File: config.mk
export PLATFORM = sky130hd
export DESIGN_NAME = rpc_reset_irq_pin_control
export DESIGN_NICKNAME = d
export VERILOG_FILES = /design/src/logic/rpc_pkg.sv /design/src/logic/rpc_reset_irq_pin_control.sv
export SDC_FILE = /design/constraint.sdc
export NUM_CORES = 1
export LEC_CHECK = 0
export BUFFER_PORTS_ARGS = -buffer_cell sky130_fd_sc_hd__buf_2
export CORE_MARGIN = 2
export CORE_UTILIZATION = 45
export DETAILED_ROUTE_END_ITERATION = 6
export GPL_TIMING_DRIVEN = 0
export PLACE_DENSITY = 0.79
export SYNTH_ARGS = -nofsm -noshare
export SYNTH_HDL_FRONTEND = slang
export SYNTH_SLANG_ARGS = --single-unit
File: constraint.sdc
create_clock -name clk_sys_i -period 2.6 [get_ports clk_sys_i]
set_input_delay 0.39 -clock clk_sys_i [delete_from_list [all_inputs] [get_ports clk_sys_i]]
set_output_delay 0.39 -clock clk_sys_i [all_outputs]
set_load 0.005 [all_outputs]
File: src/logic/rpc_pkg.sv
// Package: constants and types for the reset, interrupt and pin control block
package rpc_pkg;
    // ----------------------------------------
    // Register offsets and field positions
    // ----------------------------------------
    localparam logic [7:0] SYS_EVENT_STATUS_A_OFS = 8'h01;
    localparam logic [7:0] SYS_EVENT_STATUS_B_OFS = 8'h02;
    localparam logic [7:0] DETECT_CFG_FIRST_OFS   = 8'h10;
    localparam logic [7:0] DETECT_CFG_LAST_OFS    = 8'h13;
    localparam int         PULSE2_REACTIVE_BIT    = 7;
    localparam int         PULSE2_VECTOR_BIT      = 8;
    localparam logic [15:0] STATUS_RST_VAL        = 16'h0000;
    localparam logic [15:0] CFG_RST_VAL           = 16'h0000;
    localparam int          REG_W                 = 16;
    localparam int          NUM_DETECT_CFG        = 4;

    // ----------------------------------------
    // Timing
    // ----------------------------------------
    localparam int CLK_PERIOD_NS     = 10;
    localparam int RST_FILTER_NS     = 2000;
    localparam int RST_FILTER_CYCLES = (RST_FILTER_NS + CLK_PERIOD_NS - 1) / CLK_PERIOD_NS;
    localparam int RST_CNT_W         = 9;

    // ----------------------------------------
    // Power modes (one-hot)
    // ----------------------------------------
    typedef enum logic [3:0] {
        RPC_PM_IDLE    = 4'b0001,
        RPC_PM_DETECT  = 4'b0010,
        RPC_PM_PARTIAL = 4'b0100,
        RPC_PM_NORMAL  = 4'b1000
    } rpc_pmode_e;
endpackage

File: src/logic/rpc_reset_irq_pin_control.sv
// Reset sequencing, interrupt and warning pins, serial pin roles
`timescale 1ns/1ps
// How it works
// RL1 - Bits 7 and 8 choose second pulse quantity
// RL2 - Warning pin high only on checksum mismatch
// RL3 - Interrupt A follows any status A bit
// RL4 - Interrupt B follows any status B bit
// RL5 - Detection mode: detector drives, entry/exit clears
// RL6 - Stream runs exactly while enable input high
// RL7 - Host frames each register access with select
// RL8 - Device drives chip select while streaming
// RL9 - Serial out pin: output, input when streaming
// RL10 - Serial in pin: input, output when streaming
// RL11 - Low-power modes lose all but detection registers
// RL12 - Host rewrites configuration after low power
// RL13 - Oscillator off in idle and detection
// RL14 - Pin, power-on, software resets share scope
// RL15 - Reset pulses under 2 us ignored
// RL16 - Power-on reset at supply and regulator enable
// RL17 - Software reset works in normal mode
// RL18 - Reset clears all but harmonic ratio registers
// RL19 - Reset pin is active low
// RL20 - Synchronised counter filter on reset pin
module rpc_reset_irq_pin_control #(
    parameter int FILTER_CYCLES = rpc_pkg::RST_FILTER_CYCLES
) (
    input  wire logic                     clk_sys_i,
    input  wire logic                     rst_b_i,
    input  wire logic                     reset_pin_b_i,
    input  wire logic                     supply_good_i,
    input  wire logic                     soft_reset_wr_i,
    input  wire logic [3:0]               power_mode_i,
    input  wire logic [15:0]              metering_mode_cfg_a_i,
    input  wire logic                     cfg_wr_i,
    input  wire logic                     checksum_err_i,
    input  wire logic [15:0]              status_a_set_i,
    input  wire logic [15:0]              status_b_set_i,
    input  wire logic [15:0]              status_a_clr_i,
    input  wire logic [15:0]              status_b_clr_i,
    input  wire logic                     detector_i,
    input  wire logic                     reactive_pulse_i,
    input  wire logic                     arith_apparent_pulse_i,
    input  wire logic                     vector_apparent_pulse_i,
    input  wire logic                     stream_enable_i,
    input  wire logic                     stream_xfer_i,
    input  wire logic                     stream_data_i,
    input  wire logic                     reg_data_i,
    input  wire logic [1:0]               detect_cfg_idx_i,
    input  wire logic [15:0]              detect_cfg_wdata_i,
    input  wire logic                     detect_cfg_wr_i,
    output logic                          chip_reset_o,
    output logic                          osc_enable_o,
    output logic                          regulator_on_o,
    output logic                          reactive_apparent_pulse_o,
    output logic                          fatal_warning_out_o,
    output logic                          interrupt_out_a_o,
    output logic                          interrupt_out_b_o,
    output logic [15:0]                   system_event_status_a_o,
    output logic [15:0]                   system_event_status_b_o,
    output logic                          stream_active_o,
    output logic                          cs_o,
    output logic                          cs_oe_o,
    output logic                          serial_out_pin_o,
    output logic                          serial_out_pin_oe_o,
    output logic                          serial_in_pin_o,
    output logic                          serial_in_pin_oe_o,
    output logic [63:0]                   detect_cfg_o
);
    // ----------------------------------------
    // State
    // ----------------------------------------
    logic                  pin_s1_q, pin_s2_q;
    logic [rpc_pkg::RST_CNT_W-1:0] flt_cnt_q, flt_cnt_d;
    logic                  pin_rst_q, pin_rst_d;
    logic                  supply_q;
    logic                  reg_on_prev_q;
    logic                  chip_rst_q, chip_rst_d;
    logic                  lowpwr;
    logic                  in_detect, det_prev_q;
    logic [15:0]           mmode_q, mmode_d;
    logic [15:0]           sta_q, sta_d, stb_q, stb_d;
    logic                  irqa_q, irqa_d, irqb_q, irqb_d;
    logic                  warn_q, pulse2_q, pulse2_d;
    logic                  stream_q, cs_q, cs_oe_q;
    logic                  sdo_q, sdo_oe_q, sdi_q, sdi_oe_q;
    logic [15:0]           dcfg_q [rpc_pkg::NUM_DETECT_CFG];

    assign lowpwr    = power_mode_i[0] | power_mode_i[1];
    assign in_detect = power_mode_i[1];

    // ----------------------------------------
    // Reset pin filter
    // ----------------------------------------
    // RL20 sync plus counter
    // RL15 short pulses ignored
    // RL19 low level requests reset
    always_comb begin
        flt_cnt_d = flt_cnt_q;
        pin_rst_d = pin_rst_q;
        if (pin_s2_q) begin
            flt_cnt_d = '0;
            pin_rst_d = 1'b0;
        end else if (int'(flt_cnt_q) >= FILTER_CYCLES - 1) begin
            pin_rst_d = 1'b1;
        end else begin
            flt_cnt_d = flt_cnt_q + 1'b1;
        end
    end

    // Second stage is the only reader of the first
    always_ff @(posedge clk_sys_i) begin
        pin_s1_q <= reset_pin_b_i;
        pin_s2_q <= pin_s1_q;
        if (!rst_b_i) begin
            flt_cnt_q <= '0;
            pin_rst_q <= 1'b0;
        end else begin
            flt_cnt_q <= flt_cnt_d;
            pin_rst_q <= pin_rst_d;
        end
    end

    // ----------------------------------------
    // Reset merge
    // ----------------------------------------
    // RL14 three sources one scope
    // RL16 supply rise and regulator enable
    // RL17 software reset only in normal mode
    always_comb begin
        chip_rst_d = pin_rst_q
                   | (supply_good_i & ~supply_q)
                   | (~lowpwr & ~reg_on_prev_q)
                   | (soft_reset_wr_i & power_mode_i[3]);
    end

    always_ff @(posedge clk_sys_i) begin
        if (!rst_b_i) begin
            supply_q      <= 1'b0;
            reg_on_prev_q <= 1'b0;
            chip_rst_q    <= 1'b1;
        end else begin
            supply_q      <= supply_good_i;
            reg_on_prev_q <= ~lowpwr;
            chip_rst_q    <= chip_rst_d;
        end
    end

    // ----------------------------------------
    // Registers, interrupts, warning
    // ----------------------------------------
    // Set beats clear so no event is lost in the clearing cycle
    always_comb begin
        mmode_d  = cfg_wr_i ? metering_mode_cfg_a_i : mmode_q;
        sta_d    = (sta_q & ~status_a_clr_i) | status_a_set_i;
        stb_d    = (stb_q & ~status_b_clr_i) | status_b_set_i;
        // RL3 any status A bit, none while unpowered
        irqa_d   = (|sta_d) & ~lowpwr;
        // RL4 any status B bit
        irqb_d   = (|stb_d) & ~lowpwr;
        // RL5 detector in detection mode
        if (in_detect != det_prev_q) begin
            irqa_d = 1'b0;
            irqb_d = 1'b0;
        end else if (in_detect) begin
            irqa_d = detector_i;
            irqb_d = detector_i;
        end
        // RL1 select second pulse source
        if (mmode_q[rpc_pkg::PULSE2_VECTOR_BIT]) begin
            pulse2_d = vector_apparent_pulse_i;
        end else if (mmode_q[rpc_pkg::PULSE2_REACTIVE_BIT]) begin
            pulse2_d = arith_apparent_pulse_i;
        end else begin
            pulse2_d = reactive_pulse_i;
        end
    end

    // RL11 context lost in low power
    // RL18 general state cleared by every reset
    always_ff @(posedge clk_sys_i) begin
        if (!rst_b_i || chip_rst_q || lowpwr) begin
            mmode_q  <= rpc_pkg::CFG_RST_VAL;
            sta_q    <= rpc_pkg::STATUS_RST_VAL;
            stb_q    <= rpc_pkg::STATUS_RST_VAL;
            pulse2_q <= 1'b0;
            warn_q   <= 1'b0;
        end else begin
            mmode_q  <= mmode_d;
            sta_q    <= sta_d;
            stb_q    <= stb_d;
            pulse2_q <= pulse2_d;
            // RL2 warning mirrors checksum fault
            warn_q   <= checksum_err_i;
        end
    end

    // Interrupt pins keep running in detection mode
    always_ff @(posedge clk_sys_i) begin
        if (!rst_b_i || chip_rst_q) begin
            irqa_q     <= 1'b0;
            irqb_q     <= 1'b0;
            det_prev_q <= 1'b0;
        end else begin
            irqa_q     <= irqa_d;
            irqb_q     <= irqb_d;
            det_prev_q <= in_detect;
        end
    end

    // Detection configuration survives low power, cleared only by reset
    genvar gi;
    generate
        for (gi = 0; gi < rpc_pkg::NUM_DETECT_CFG; gi++) begin : g_dcfg
            always_ff @(posedge clk_sys_i) begin
                if (!rst_b_i || chip_rst_q) begin
                    dcfg_q[gi] <= rpc_pkg::CFG_RST_VAL;
                end else if (detect_cfg_wr_i && detect_cfg_idx_i == 2'(gi)) begin
                    dcfg_q[gi] <= detect_cfg_wdata_i;
                end
            end
            assign detect_cfg_o[gi*16 +: 16] = dcfg_q[gi];
        end
    endgenerate

    // ----------------------------------------
    // Serial pin roles
    // ----------------------------------------
    // RL6 stream follows enable
    // RL8 device drives select while streaming
    // RL9 out pin direction
    // RL10 in pin direction
    always_ff @(posedge clk_sys_i) begin
        if (!rst_b_i || chip_rst_q || lowpwr) begin
            stream_q <= 1'b0;
            cs_q     <= 1'b1;
            cs_oe_q  <= 1'b0;
            sdo_q    <= 1'b0;
            sdo_oe_q <= 1'b0;
            sdi_q    <= 1'b0;
            sdi_oe_q <= 1'b0;
        end else begin
            stream_q <= stream_enable_i;
            cs_q     <= ~(stream_enable_i & stream_xfer_i);
            cs_oe_q  <= stream_enable_i;
            sdo_q    <= reg_data_i;
            sdo_oe_q <= ~stream_enable_i;
            sdi_q    <= stream_data_i;
            sdi_oe_q <= stream_enable_i;
        end
    end

    // RL13 oscillator off in low power
    always_ff @(posedge clk_sys_i) begin
        if (!rst_b_i) begin
            osc_enable_o   <= 1'b0;
            regulator_on_o <= 1'b0;
        end else begin
            osc_enable_o   <= ~lowpwr;
            regulator_on_o <= ~lowpwr;
        end
    end

    // ----------------------------------------
    // Outputs
    // ----------------------------------------
    assign chip_reset_o              = chip_rst_q;
    assign reactive_apparent_pulse_o = pulse2_q;
    assign fatal_warning_out_o       = warn_q;
    assign interrupt_out_a_o         = irqa_q;
    assign interrupt_out_b_o         = irqb_q;
    assign system_event_status_a_o   = sta_q;
    assign system_event_status_b_o   = stb_q;
    assign stream_active_o           = stream_q;
    assign cs_o                      = cs_q;
    assign cs_oe_o                   = cs_oe_q;
    assign serial_out_pin_o          = sdo_q;
    assign serial_out_pin_oe_o       = sdo_oe_q;
    assign serial_in_pin_o           = sdi_q;
    assign serial_in_pin_oe_o        = sdi_oe_q;

    // ----------------------------------------
    // Assertions
    // ----------------------------------------
    AST_WARN_FOLLOWS: assert property (@(posedge clk_sys_i) disable iff (!rst_b_i) // RL2
        (!chip_rst_q && !lowpwr) |=> (fatal_warning_out_o == $past(checksum_err_i)))
        else $error("warning pin does not follow checksum fault");
    AST_IRQA_STATUS: assert property (@(posedge clk_sys_i) disable iff (!rst_b_i) // RL3
        (!in_detect && !det_prev_q && !lowpwr && !chip_rst_q) |-> ##1
        (interrupt_out_a_o == (|system_event_status_a_o)))
        else $error("interrupt A not matching status A");
    AST_IRQB_STATUS: assert property (@(posedge clk_sys_i) disable iff (!rst_b_i) // RL4
        (!in_detect && !det_prev_q && !lowpwr && !chip_rst_q) |-> ##1
        (interrupt_out_b_o == (|system_event_status_b_o)))
        else $error("interrupt B not matching status B");
    AST_DET_CLEAR: assert property (@(posedge clk_sys_i) disable iff (!rst_b_i) // RL5
        (in_detect != det_prev_q) |=> (!interrupt_out_a_o && !interrupt_out_b_o))
        else $error("interrupts not cleared on detection change");
    AST_STREAM: assert property (@(posedge clk_sys_i) disable iff (!rst_b_i) // RL6
        (!chip_rst_q && !lowpwr) |=> (stream_active_o == $past(stream_enable_i)))
        else $error("stream state wrong");
    AST_PIN_DIR: assert property (@(posedge clk_sys_i) disable iff (!rst_b_i) // RL9
        serial_out_pin_oe_o |-> !serial_in_pin_oe_o && !cs_oe_o)
        else $error("serial pins driven together");
    AST_OSC_OFF: assert property (@(posedge clk_sys_i) disable iff (!rst_b_i) // RL13
        lowpwr |=> !osc_enable_o)
        else $error("oscillator on in low power");
    AST_SHORT_GLITCH: assert property (@(posedge clk_sys_i) disable iff (!rst_b_i) // RL15
        (pin_s2_q ##1 !pin_s2_q [*4] ##1 pin_s2_q) |-> !pin_rst_q)
        else $error("short reset pulse accepted");
    AST_SOFT_RESET: assert property (@(posedge clk_sys_i) disable iff (!rst_b_i) // RL17
        (soft_reset_wr_i && power_mode_i[3]) |=> chip_reset_o)
        else $error("software reset lost");
    AST_LOWPWR_CTX: assert property (@(posedge clk_sys_i) disable iff (!rst_b_i) // RL11
        lowpwr |=> (system_event_status_a_o == rpc_pkg::STATUS_RST_VAL))
        else $error("context kept in low power");

    COV_STREAM: cover property (@(posedge clk_sys_i) stream_enable_i ##1 stream_active_o);
    COV_PIN_RST: cover property (@(posedge clk_sys_i) pin_rst_q);
    COV_DETECT: cover property (@(posedge clk_sys_i) in_detect && interrupt_out_a_o);
endmodule

# == After elaboration in Yosys (flattened, before gate mapping) ==
# Memories as Yosys holds them, arrays and structs flattened.
# Index checks and enable logic that the tools add are counted.
# classes
reduce_logical,12
n_addsub,1
bitwise,26
n_lt_le_gt_ge,1
muxes,22
n_eq_ne,4
# ops
op,n
16-bit 2-to-1 mux,4
16-bit AND,2
16-bit NOT,2
16-bit OR,2
16-bit OR reduction,2
1-bit 2-to-1 mux,18
9-bit by 1-bit adder with 9-bit output (second input constant),1
9-bit by 8-bit greater-or-equal comparator with 1-bit output (second input constant),1
1-bit OR,8
1-bit AND,6
1-bit NOT,6
2-bit == test (second input constant),2
1-bit logical AND,4
2-bit OR reduction,2
2-bit by 1-bit == test with 1-bit output (second input constant),1
2-bit logical NOT,1
1-bit logical OR,2
1-bit logical NOT,1
1-bit inequality test,1
# totals
in_bits,118
ramBits,64
output_inout_bits,110
elab_cells,87
ff_bits,66
memories,1
# memory_table
memory,words,width,read_ports,rd_ports_with_merged_regs,wr,line_no,text
dcfg_q,4,16,4,0,4,rpc_reset_irq_pin_control.sv:86,logic [15:0] dcfg_q [rpc_pkg::NUM_DETECT_CFG];

# == Depth between registers and ports, before layout ==
# Gate-level depths: netlist of run 1.
# depth
word_depth,6
mapped_depth,6
depth_no_buf,6

# == Worst setup path before layout of run 1 ==
# Ideal clock, no wire load.
# synth_timing
kind,in2reg
startpoint,input port detect_cfg_wr_i
endpoint,memory dcfg_q[1][0] (enable)
slack_ps,554
path_buffers,0
required_time_ps,2189
t_arrival_ps,1635
path_stages,2
setup_ps,411
path_cell_list,nand2_1 > o21ai_0
# synth_rtl
item,line_no,text
"start, declared",rpc_reset_irq_pin_control.sv:50,"input wire logic detect_cfg_wr_i,"
"end, declared",rpc_reset_irq_pin_control.sv:86,

==> impl_metrics.ini, run 1 <==
[run_status]
status = completed

[synth]
ys_types = 35
postSynthCellCount = 384
ys_seq_elements = 123
syn-cell-area_mm2 = 0.004549
synth_warnings = 0
synth.net_count = 503
ys_seq_area_share_pct = 68.21
syn_avg_cell_area_um2 = 11.85

[floorplanning]
rows = 36
core_mm2 = 0.009774
die_area_mm2 = 0.01093
die_h_um = 104.5
dieWidth_um = 104.5
start_util_pct = 46.54
ios = 228

[setup_path]
cp-start-kind = flip-flop
cp_max_fo = 10
required_ns = 2.96
crit_family = simple AND/OR/NAND/NOR gates
cp_num_buf_inv = 1
cp_slowest_stage_delay_ns = 0.43
cp.arrival_ns = 2.12
cp_cell_sequence = nand2b_2 > nor2_1 > clkbuf_1 > and2_1
end_kind = flip-flop
crit_type = reg2reg
slowest_stage = clkbuf_1

[drt]
vias = 3636
first_pass_iters = 4
ant_nets = 0
wl_um = 11510
drc = 0
post_drt_wl_per_cell_um = 15.11
avgViaCountPerCell = 4.772
drt-initial-drc-count = 159

[finish]
mostFrequentLayoutCells = 213 x buf_2, 72 x and2_1, 64 x edfxtp_1
final_nets = 735
multi_input_area_mm2 = 0.001260
finalNonFillerCells = 762
final_util_pct = 65.02
final_common_cell = buf_2
area_growth_pct = 39.69
fill_cells = 733
diodes = 0
drive_above_1_share_pct = 40.54
regArea_mm2 = 0.003103

[timing]
hold_violations = 0
tns_ns = 0
worst_pin_slew_ns = 0.9791
fin_skew_ns = 0.007020
max_freq_mhz = 567.7
finalCriticalPeriod_ns = 1.762
drv_slew = 0
slew_headroom_pct = 34.72
finalWorstSetupSlack_ns = 0.8385
rsz0062_at_grt = no
setup_violations = 0
post-route-period-util_pct = 67.75

[place]
dp_hpwl_um = 8560
io_buffers = 212
dp.cells = 729
place_ws_ns = 0.5781
place_congestion = 0.9268

[flow_run]
drv_cap = 0

[clocking]
post_cts_buffers = 0
cts.clk_slew.worst_paths_ns = 0.06
clock_sinks = 123
cts_resized = 0
max-clock-path-buffers = 2
cts_tree = done
cts-buffers-inserted = 17
htreeDepth = 4
clk_latency_ns = 0.49
hold_buffers = 1
cts_root_buf = clkbuf_8

[power_and_ir_drop]
p_leak_nw = 3.152
vdd_ir_drop_max_mv = 0.4352
totalPowerFinal_mw = 4.557
power.density_mw_per_mm2 = 717.2

[grt]
grt_first_pass_wirelength_um = 17990
antenna_found_initial = 0
grt_use_total_pct = 21.57
grt_pass1_vias = 3698
grt-ovfl-total = 0
grt_max_degree = 17

[min_path]
hp-class = in2reg
report_power, final:
| group | total [mW] | internal, mW | switching [mW] | leakage (nW) |
|---|---|---|---|---|
| Clock | 2.21 | 1.37 | 0.844 | 0.275 |
| Combinational | 0.239 | 0.116 | 0.123 | 1.64 |
| Sequential | 2.11 | 2.09 | 0.0187 | 1.24 |
worst register-to-register path: stages (launching register included):
cell and delay, ns:
dfxtp_1 0.33, nand2b_2 0.25, nor2_1 0.40, clkbuf_1 0.43
and2_1 0.22
layer usage:
layer | vias up | wire, um | track usage (%)
li1 | 1770 | - | -
met1 | 1688 | 4638 | 24.01
met2 | 162 | 5905 | 38.61
met3 | 16 | 778 | 6.987
met4 | 0 | 189 | 7.529
met5 | - | 0 | 0
state kept, by name, indices dropped and copies added (netlist names), 2 cells and up:
register and flops:
system_event_status_a_o 16, flt_cnt_q 9, system_event_status_b_o 16, dcfg_q 64, mmode_q 2
final timing paths:
| path | slack [ns] | cells past startpoint | from | endpoint |
|---|---|---|---|---|
| setup / recovery | 0.84 | 4 | chip_reset_o | dcfg_q[2][11] |
| hold / removal | 0.06 | 2 | stream_xfer_i | cs_o |
| setup reg to reg | 0.84 | 4 | chip_reset_o | dcfg_q[2][11] |
| hold reg to reg | 0.33 | 0 | pin_s1_q | pin_s2_q |
per-stage QoR:
| step | cell area, um^2 | hold WS (ns) |
|---|---|---|
| after detailed placement | 5781 | 0.3158 |
| after global placement | 5777 | 0.3117 |
| after CTS | 6355 | 0.02902 |
| after floorplan | 4549 | 0.3096 |
| after global routing | 6355 | 0.03263 |
| final | 6355 | 0.05767 |
cell families after synthesis:
kind of cell | synth area share, %
and+or+nand+nor | 19.56
DFF | 68.21
AOI/OAI and AO/OA | 6.133
buffers and inverters | 4.180
xor gates and xnor gates | 0.7702
muxes | 0.8801
adders and majority gates | 0.2750
cell type report:
class                   instances  area share, %
plain buffers                  11          1.221
clock buffers                  18          6.576
clock inverters                14          2.304
inverters                      30          1.772
multi-input cells             220          19.83
flip-flops and latches        123          48.83
well taps                     133          2.619
repair buffers                213          16.85
synthesized netlist by cell type, drive strengths merged:
master,count,area [um^2]
nor2b,8,50.05
and2,72,450.4
xnor2,2,17.52
nand3b,1,7.510
or4,1,7.510
xor2,2,17.52
nor2,42,160.2
nor3,4,30.03
inv,30,112.6
buf,7,61.30
nand4,10,62.56
nand2,12,45.04
ha,1,12.51
dfxtp,59,1181
nand2b,2,15.02
nand3,4,20.02
nor4,1,6.260
a2111oi,4,35.03
a21oi,33,165.2
a31oi,2,18.77
o21ai,6,30.03
nor3b,1,7.510
o21a,4,30.03
mux2i,4,40.04
edfxtp,64,1922
or3b,1,8.760
clkbuf,4,16.26
or3,3,18.77
Note: power is estimated with default switching activity, not from simulation.
==> run 2, diff against run 1 <==
--- a/config.mk
+++ b/config.mk
@@ -7,10 +7,10 @@
 export LEC_CHECK = 0
 export BUFFER_PORTS_ARGS = -buffer_cell sky130_fd_sc_hd__buf_2
 export CORE_MARGIN = 2
-export CORE_UTILIZATION = 45
+export CORE_UTILIZATION = 41
 export DETAILED_ROUTE_END_ITERATION = 6
 export GPL_TIMING_DRIVEN = 0
-export PLACE_DENSITY = 0.79
+export PLACE_DENSITY = 0.76
 export SYNTH_ARGS = -nofsm -noshare
 export SYNTH_HDL_FRONTEND = slang
 export SYNTH_SLANG_ARGS = --single-unit
==> constraint.sdc (replaced) <==
create_clock -name clk_sys_i -period 1.45 [get_ports clk_sys_i]
set_input_delay 0.2175 -clock clk_sys_i [delete_from_list [all_inputs] [get_ports clk_sys_i]]
set_output_delay 0.2175 -clock clk_sys_i [all_outputs]
set_load 0.005 [all_outputs]
==> run 2 against run 1 <==
Against the previous run: hold slack worse by 0.027 ns; highest routed layer is now met5; largest power group unchanged; flip-flop and latch count unchanged; register-to-register slack worse by 0.78 ns; clock-buffer cell count down 1.
==> impl_metrics.ini, run 2 (synthesis results as in run 1) <==
[floorplanning]
rows = 38
start_util_pct = 41.97
ios = 228
dieWidth_um = 109.3
die_area_mm2 = 0.01195
core_mm2 = 0.01084
die_h_um = 109.3

[power_and_ir_drop]
p_comb_share_pct = 6.5
swShare_pct = 21.25
seqPwrFrac_pct = 43.5
power.density_mw_per_mm2 = 1231
totalPowerFinal_mw = 8.689
p_int_mw = 6.843
clock_power_share_pct = 49.9
switchingPower_mw = 1.846
p_leak_nw = 3.422
vdd_ir_drop_max_mv = 0.6394

[clocking]
cts.clk_slew.worst_paths_ns = 0.06
cts_tree = done
clk_latency_ns = 0.50
clock_sinks = 123
htreeDepth = 4
max-clock-path-buffers = 2
cts_root_buf = clkbuf_8
cts-buffers-inserted = 17

[drt]
drc = 0
vias = 3970
first_pass_iters = 4
avgViaCountPerCell = 4.830
post_drt_wl_per_cell_um = 15.64
ant_nets = 0
wl_um = 12850
drt-initial-drc-count = 96

[grt]
grt_pass1_vias = 4067
antenna_found_initial = 1
grt_max_degree = 17
grt-ovfl-total = 0
grt_use_total_pct = 21.97
grt_first_pass_wirelength_um = 19470

[finish]
finalNonFillerCells = 822
drive_above_1_share_pct = 41.06
largest_reg_flops = 64
diodes = 0
regArea_mm2 = 0.003105
fill_cells = 813
mostFrequentLayoutCells = 212 x buf_2, 72 x and2_1, 64 x edfxtp_1
final_common_cell = buf_2
design_area_mm2 = 0.007061
area_growth_pct = 55.20
final_nets = 788
top_register = dcfg_q
multi_input_area_mm2 = 0.001374

[setup_path]
timing.rr.start = chip_reset_o
crit_type = reg2reg
required_ns = 1.89
crit_start = chip_reset_o
cp-start-kind = flip-flop
cp_max_fo = 10
end_kind = flip-flop
cp.arrival_ns = 1.83

[timing]
drv_slew = 0
rsz0062_at_grt = yes
setup_violations = 0
slew_headroom_pct = 41.37
max_freq_mhz = 717.0
post-route-period-util_pct = 96.18
fin_skew_ns = 0.009550
finalCriticalPeriod_ns = 1.395
worst_pin_slew_ns = 0.8794
fin_worst_hold_slack_ns = 0.03067
hold_violations = 0
finalWorstSetupSlack_ns = 0.05536

[place]
dp_hpwl_um = 8683
dp.cells = 736
place_ws_ns = -0.4346
io_buffers = 212
postPlaceCellArea_mm2 = 0.005789
place_congestion = 0.8213

[min_path]
hold_path_startpoint = status_a_clr_i[6]
hp-class = in2reg

[run_status]
status = completed

[flow_run]
drv_cap = 0
## run 2: cell types whose count changed in the layout (fill, tap and decap cells not counted), sizes merged
cell and delta:
clkinvlp +2, inv -2, dlygate4sd3 +51, bufinv +2, clkbuf -1, buf +2, clkinv -1
## run 2: repair_timing
item / CTS / global route
setup endpoints to repair: 98 / 50
endpoints found under the hold margin: 45 / 0
buffers inserted: 2 / 0
hold buffers: 52 / 0
gates resized for setup: 21 / 17
pin swaps: 4 / 6
gates cloned: 0 / 0
## run 2: area by class of cell
cell class	instances	area share, %
clock buffers	17	5.866
well taps	140	2.481
clock inverters	15	2.818
plain buffers	11	1.187
repair buffers	266	22.61
inverters	30	1.595
multi-input cells	220	19.46
flip-flops and latches	123	43.98
## run 2: layer usage
metal	routed length, um	vias to the layer above	GRT usage [%]
li1	-	1873	-
met5	13	-	0
met3	1006	24	6.935
met1	4780	1882	22.81
met2	6715	189	39.99
met4	339	2	10.40
## run 2: through the flow
| step | TNS [ns] | util, % |
|---|---|---|
| 2_1_floorplan | 0 | - |
| 3_3_place_gp | -29.18 | 53.37 |
| 3_5_place_dp | -29.96 | 53.40 |
| 4_1_cts | 0 | 64.61 |
| 5_1_grt | -0.7186 | 65.13 |
| 6_report | 0 | 65.13 |
## run 2: worst paths after layout
check | end | slack [ns] | cells after the start
max | system_event_status_a_o[15] | 0.06 | 5
min reg2reg | pin_s2_q | 0.34 | 0
min | system_event_status_a_o[6] | 0.03 | 4
max reg2reg | system_event_status_a_o[15] | 0.06 | 5
## run 2: power by group through the flow
stage / Sequential (mW) / Combinational (mW) / Clock (mW)
floorplan: 3.86 / 0.122 / 0
global placement: 3.85 / 0.409 / 0
detailed placement: 3.85 / 0.421 / 0
CTS: 3.78 / 0.546 / 4.39
global route: 3.79 / 0.626 / 4.56
finish: 3.78 / 0.569 / 4.34
## run 2: critical path, cell delays in order, from the launching register on
cell and delay, ns:
dfxtp_1 0.33, nand2b_4 0.23, or3_1 0.34, buf_4 0.17, buf_6 0.15, nor2_1 0.12
==> run 3, diff against run 2 <==
--- a/config.mk
+++ b/config.mk
@@ -5,7 +5,7 @@
 export SDC_FILE = /design/constraint.sdc
 export NUM_CORES = 1
 export LEC_CHECK = 0
-export BUFFER_PORTS_ARGS = -buffer_cell sky130_fd_sc_hd__buf_2
+export BUFFER_PORTS_ARGS = -buffer_cell sky130_fd_sc_hd__clkbuf_2
 export CORE_MARGIN = 2
 export CORE_UTILIZATION = 41
 export DETAILED_ROUTE_END_ITERATION = 6
==> run 3 against run 2 <==
Against the previous run: clock-buffer cell count rose by 1; sequential power about the same; power rose by 1.6%; combinational power increased by 11%; highest routed layer is now met4; die area is the same; critical endpoint is now system_event_status_a_o[10].
==> impl_metrics.ini, run 3 (synthesis results as in run 1) <==
[power_and_ir_drop]
vdd_ir_drop_max_mv = 0.5776
power.density_mw_per_mm2 = 1210
totalPowerFinal_mw = 8.827
p_leak_nw = 3.465

[clocking]
cts_root_buf = clkbuf_8
cts.clk_slew.worst_paths_ns = 0.06
max-clock-path-buffers = 2
clk_latency_ns = 0.52
clock_sinks = 123
cts-buffers-inserted = 17
cts_tree = done
htreeDepth = 4

[drt]
avgViaCountPerCell = 4.994
ant_nets = 0
wl_um = 13940
first_pass_iters = 4
drt-initial-drc-count = 171
post_drt_wl_per_cell_um = 16.52
vias = 4215
drc = 0

[timing]
drv_slew = 0
worst_pin_slew_ns = 0.9358
fin_skew_ns = 0.01319
slew_headroom_pct = 37.60
fin_worst_hold_slack_ns = 0.02031
post-route-period-util_pct = 98.53
rsz0062_at_grt = yes
setup_violations = 0
max_freq_mhz = 699.9
hold_violations = 0
finalCriticalPeriod_ns = 1.429
tns_ns = 0

[finish]
multi_input_area_mm2 = 0.001376
area_growth_pct = 60.31
mostFrequentLayoutCells = 214 x clkbuf_2, 72 x and2_1, 71 x dlygate4sd3_1
drive_above_1_share_pct = 40.48
fill_cells = 768
largest_reg_flops = 64
final_common_cell = clkbuf_2
top_register = dcfg_q
regArea_mm2 = 0.003109
diodes = 0
final_nets = 810

[place]
io_buffers = 212
place_congestion = 0.8460
dp_hpwl_um = 8596

[floorplanning]
ios = 228
die_area_mm2 = 0.01195
dieWidth_um = 109.3
die_h_um = 109.3
core_mm2 = 0.01084
start_util_pct = 41.97
rows = 38

[setup_path]
crit_type = reg2reg
end_kind = flip-flop
r2r-end = system_event_status_a_o[10]
reg2regPathDepth = 5
cp_max_fo = 10
cp.arrival_ns = 1.87
required_ns = 1.89
timing.rr.start = chip_reset_o
cp_slowest_stage_delay_ns = 0.40
slowest_stage = or3_1
r2r_slack_ns = 0.02
cp_cell_sequence = nand2b_4 > or3_1 > buf_4 > buf_6 > nor2_2
cp-start-kind = flip-flop

[run_status]
status = completed

[min_path]
whs_path_depth = 2
hp-class = in2reg
whs_endpoint = dcfg_q[1][11]
hold_path_startpoint = detect_cfg_wdata_i[11]

[grt]
grt_max_degree = 17
grt-ovfl-total = 0
grt_use_total_pct = 23.78
antenna_found_initial = 0
grt_first_pass_wirelength_um = 20830
grt_pass1_vias = 4141

[flow_run]
drv_cap = 0
## run 3: layout make-up
class                   instances  area share, %
clock inverters                14          2.693
plain buffers                  11          1.149
multi-input cells             220          18.87
flip-flops and latches        123          42.63
clock buffers                  18          5.730
inverters                      30          1.544
well taps                     140          2.402
repair buffers                288          24.98
## run 3: how the worst max path moves through the flow
stage,startpoint,to,slack [ns],cells after the start
final,chip_reset_o,system_event_status_a_o[10],0.02,5
after global routing,chip_reset_o,dcfg_q[0][14],-0.07,2
after CTS,flt_cnt_q[1],flt_cnt_q[1],0.02,7
after detailed placement,rst_b_i,dcfg_q[2][11],-0.46,3
after global placement,detect_cfg_wr_i,dcfg_q[1][11],-0.56,3
after floorplan,detect_cfg_wr_i,dcfg_q[1][0],0.009,2
## run 3: critical path, delay by kind of cell (launching register included)
family                 cells  cell delay (ns)
DFF                        1             0.33
and+or+nand+nor            3             0.69
buffers and inverters      2             0.33
## run 3: stage by stage
step	setup WS, ns	util (%)	cell area, um^2	cells
final	0.02128	67.28	7293	844
after floorplan	0.008897	-	4549	384
after global routing	-0.07369	67.28	7293	844
after global placement	-0.5614	53.37	5786	736
after CTS	0.01733	66.45	7203	841
after detailed placement	-0.4556	53.40	5789	736
## run 3: power breakdown
group / leakage (nW) / switching (mW) / internal [mW]
sequential: 1.24 / 0.0403 / 3.74
clock: 0.293 / 1.61 / 2.80
combinational: 1.93 / 0.285 / 0.348
total: 3.47 / 1.94 / 6.89
## run 3: repair_timing
item | in CTS | in global routing
pin swaps | 4 | 3
endpoints found under the hold margin | 46 | 0
setup buffers | 2 | 3
resized for setup | 23 | 21
setup endpoints to repair | 101 | 73
hold buffers | 71 | 0
## run 3: metal layers
metal | part of all wire [%] | wire length [um] | vias up | global-route usage, %
li1 | - | - | 1924 | -
met1 | 36 | 5017 | 1983 | 25.53
met2 | 51 | 7052 | 259 | 40.39
met3 | 8.7 | 1206 | 49 | 7.410
met4 | 4.8 | 663 | 0 | 15.37
met5 | 0 | 0 | - | 0
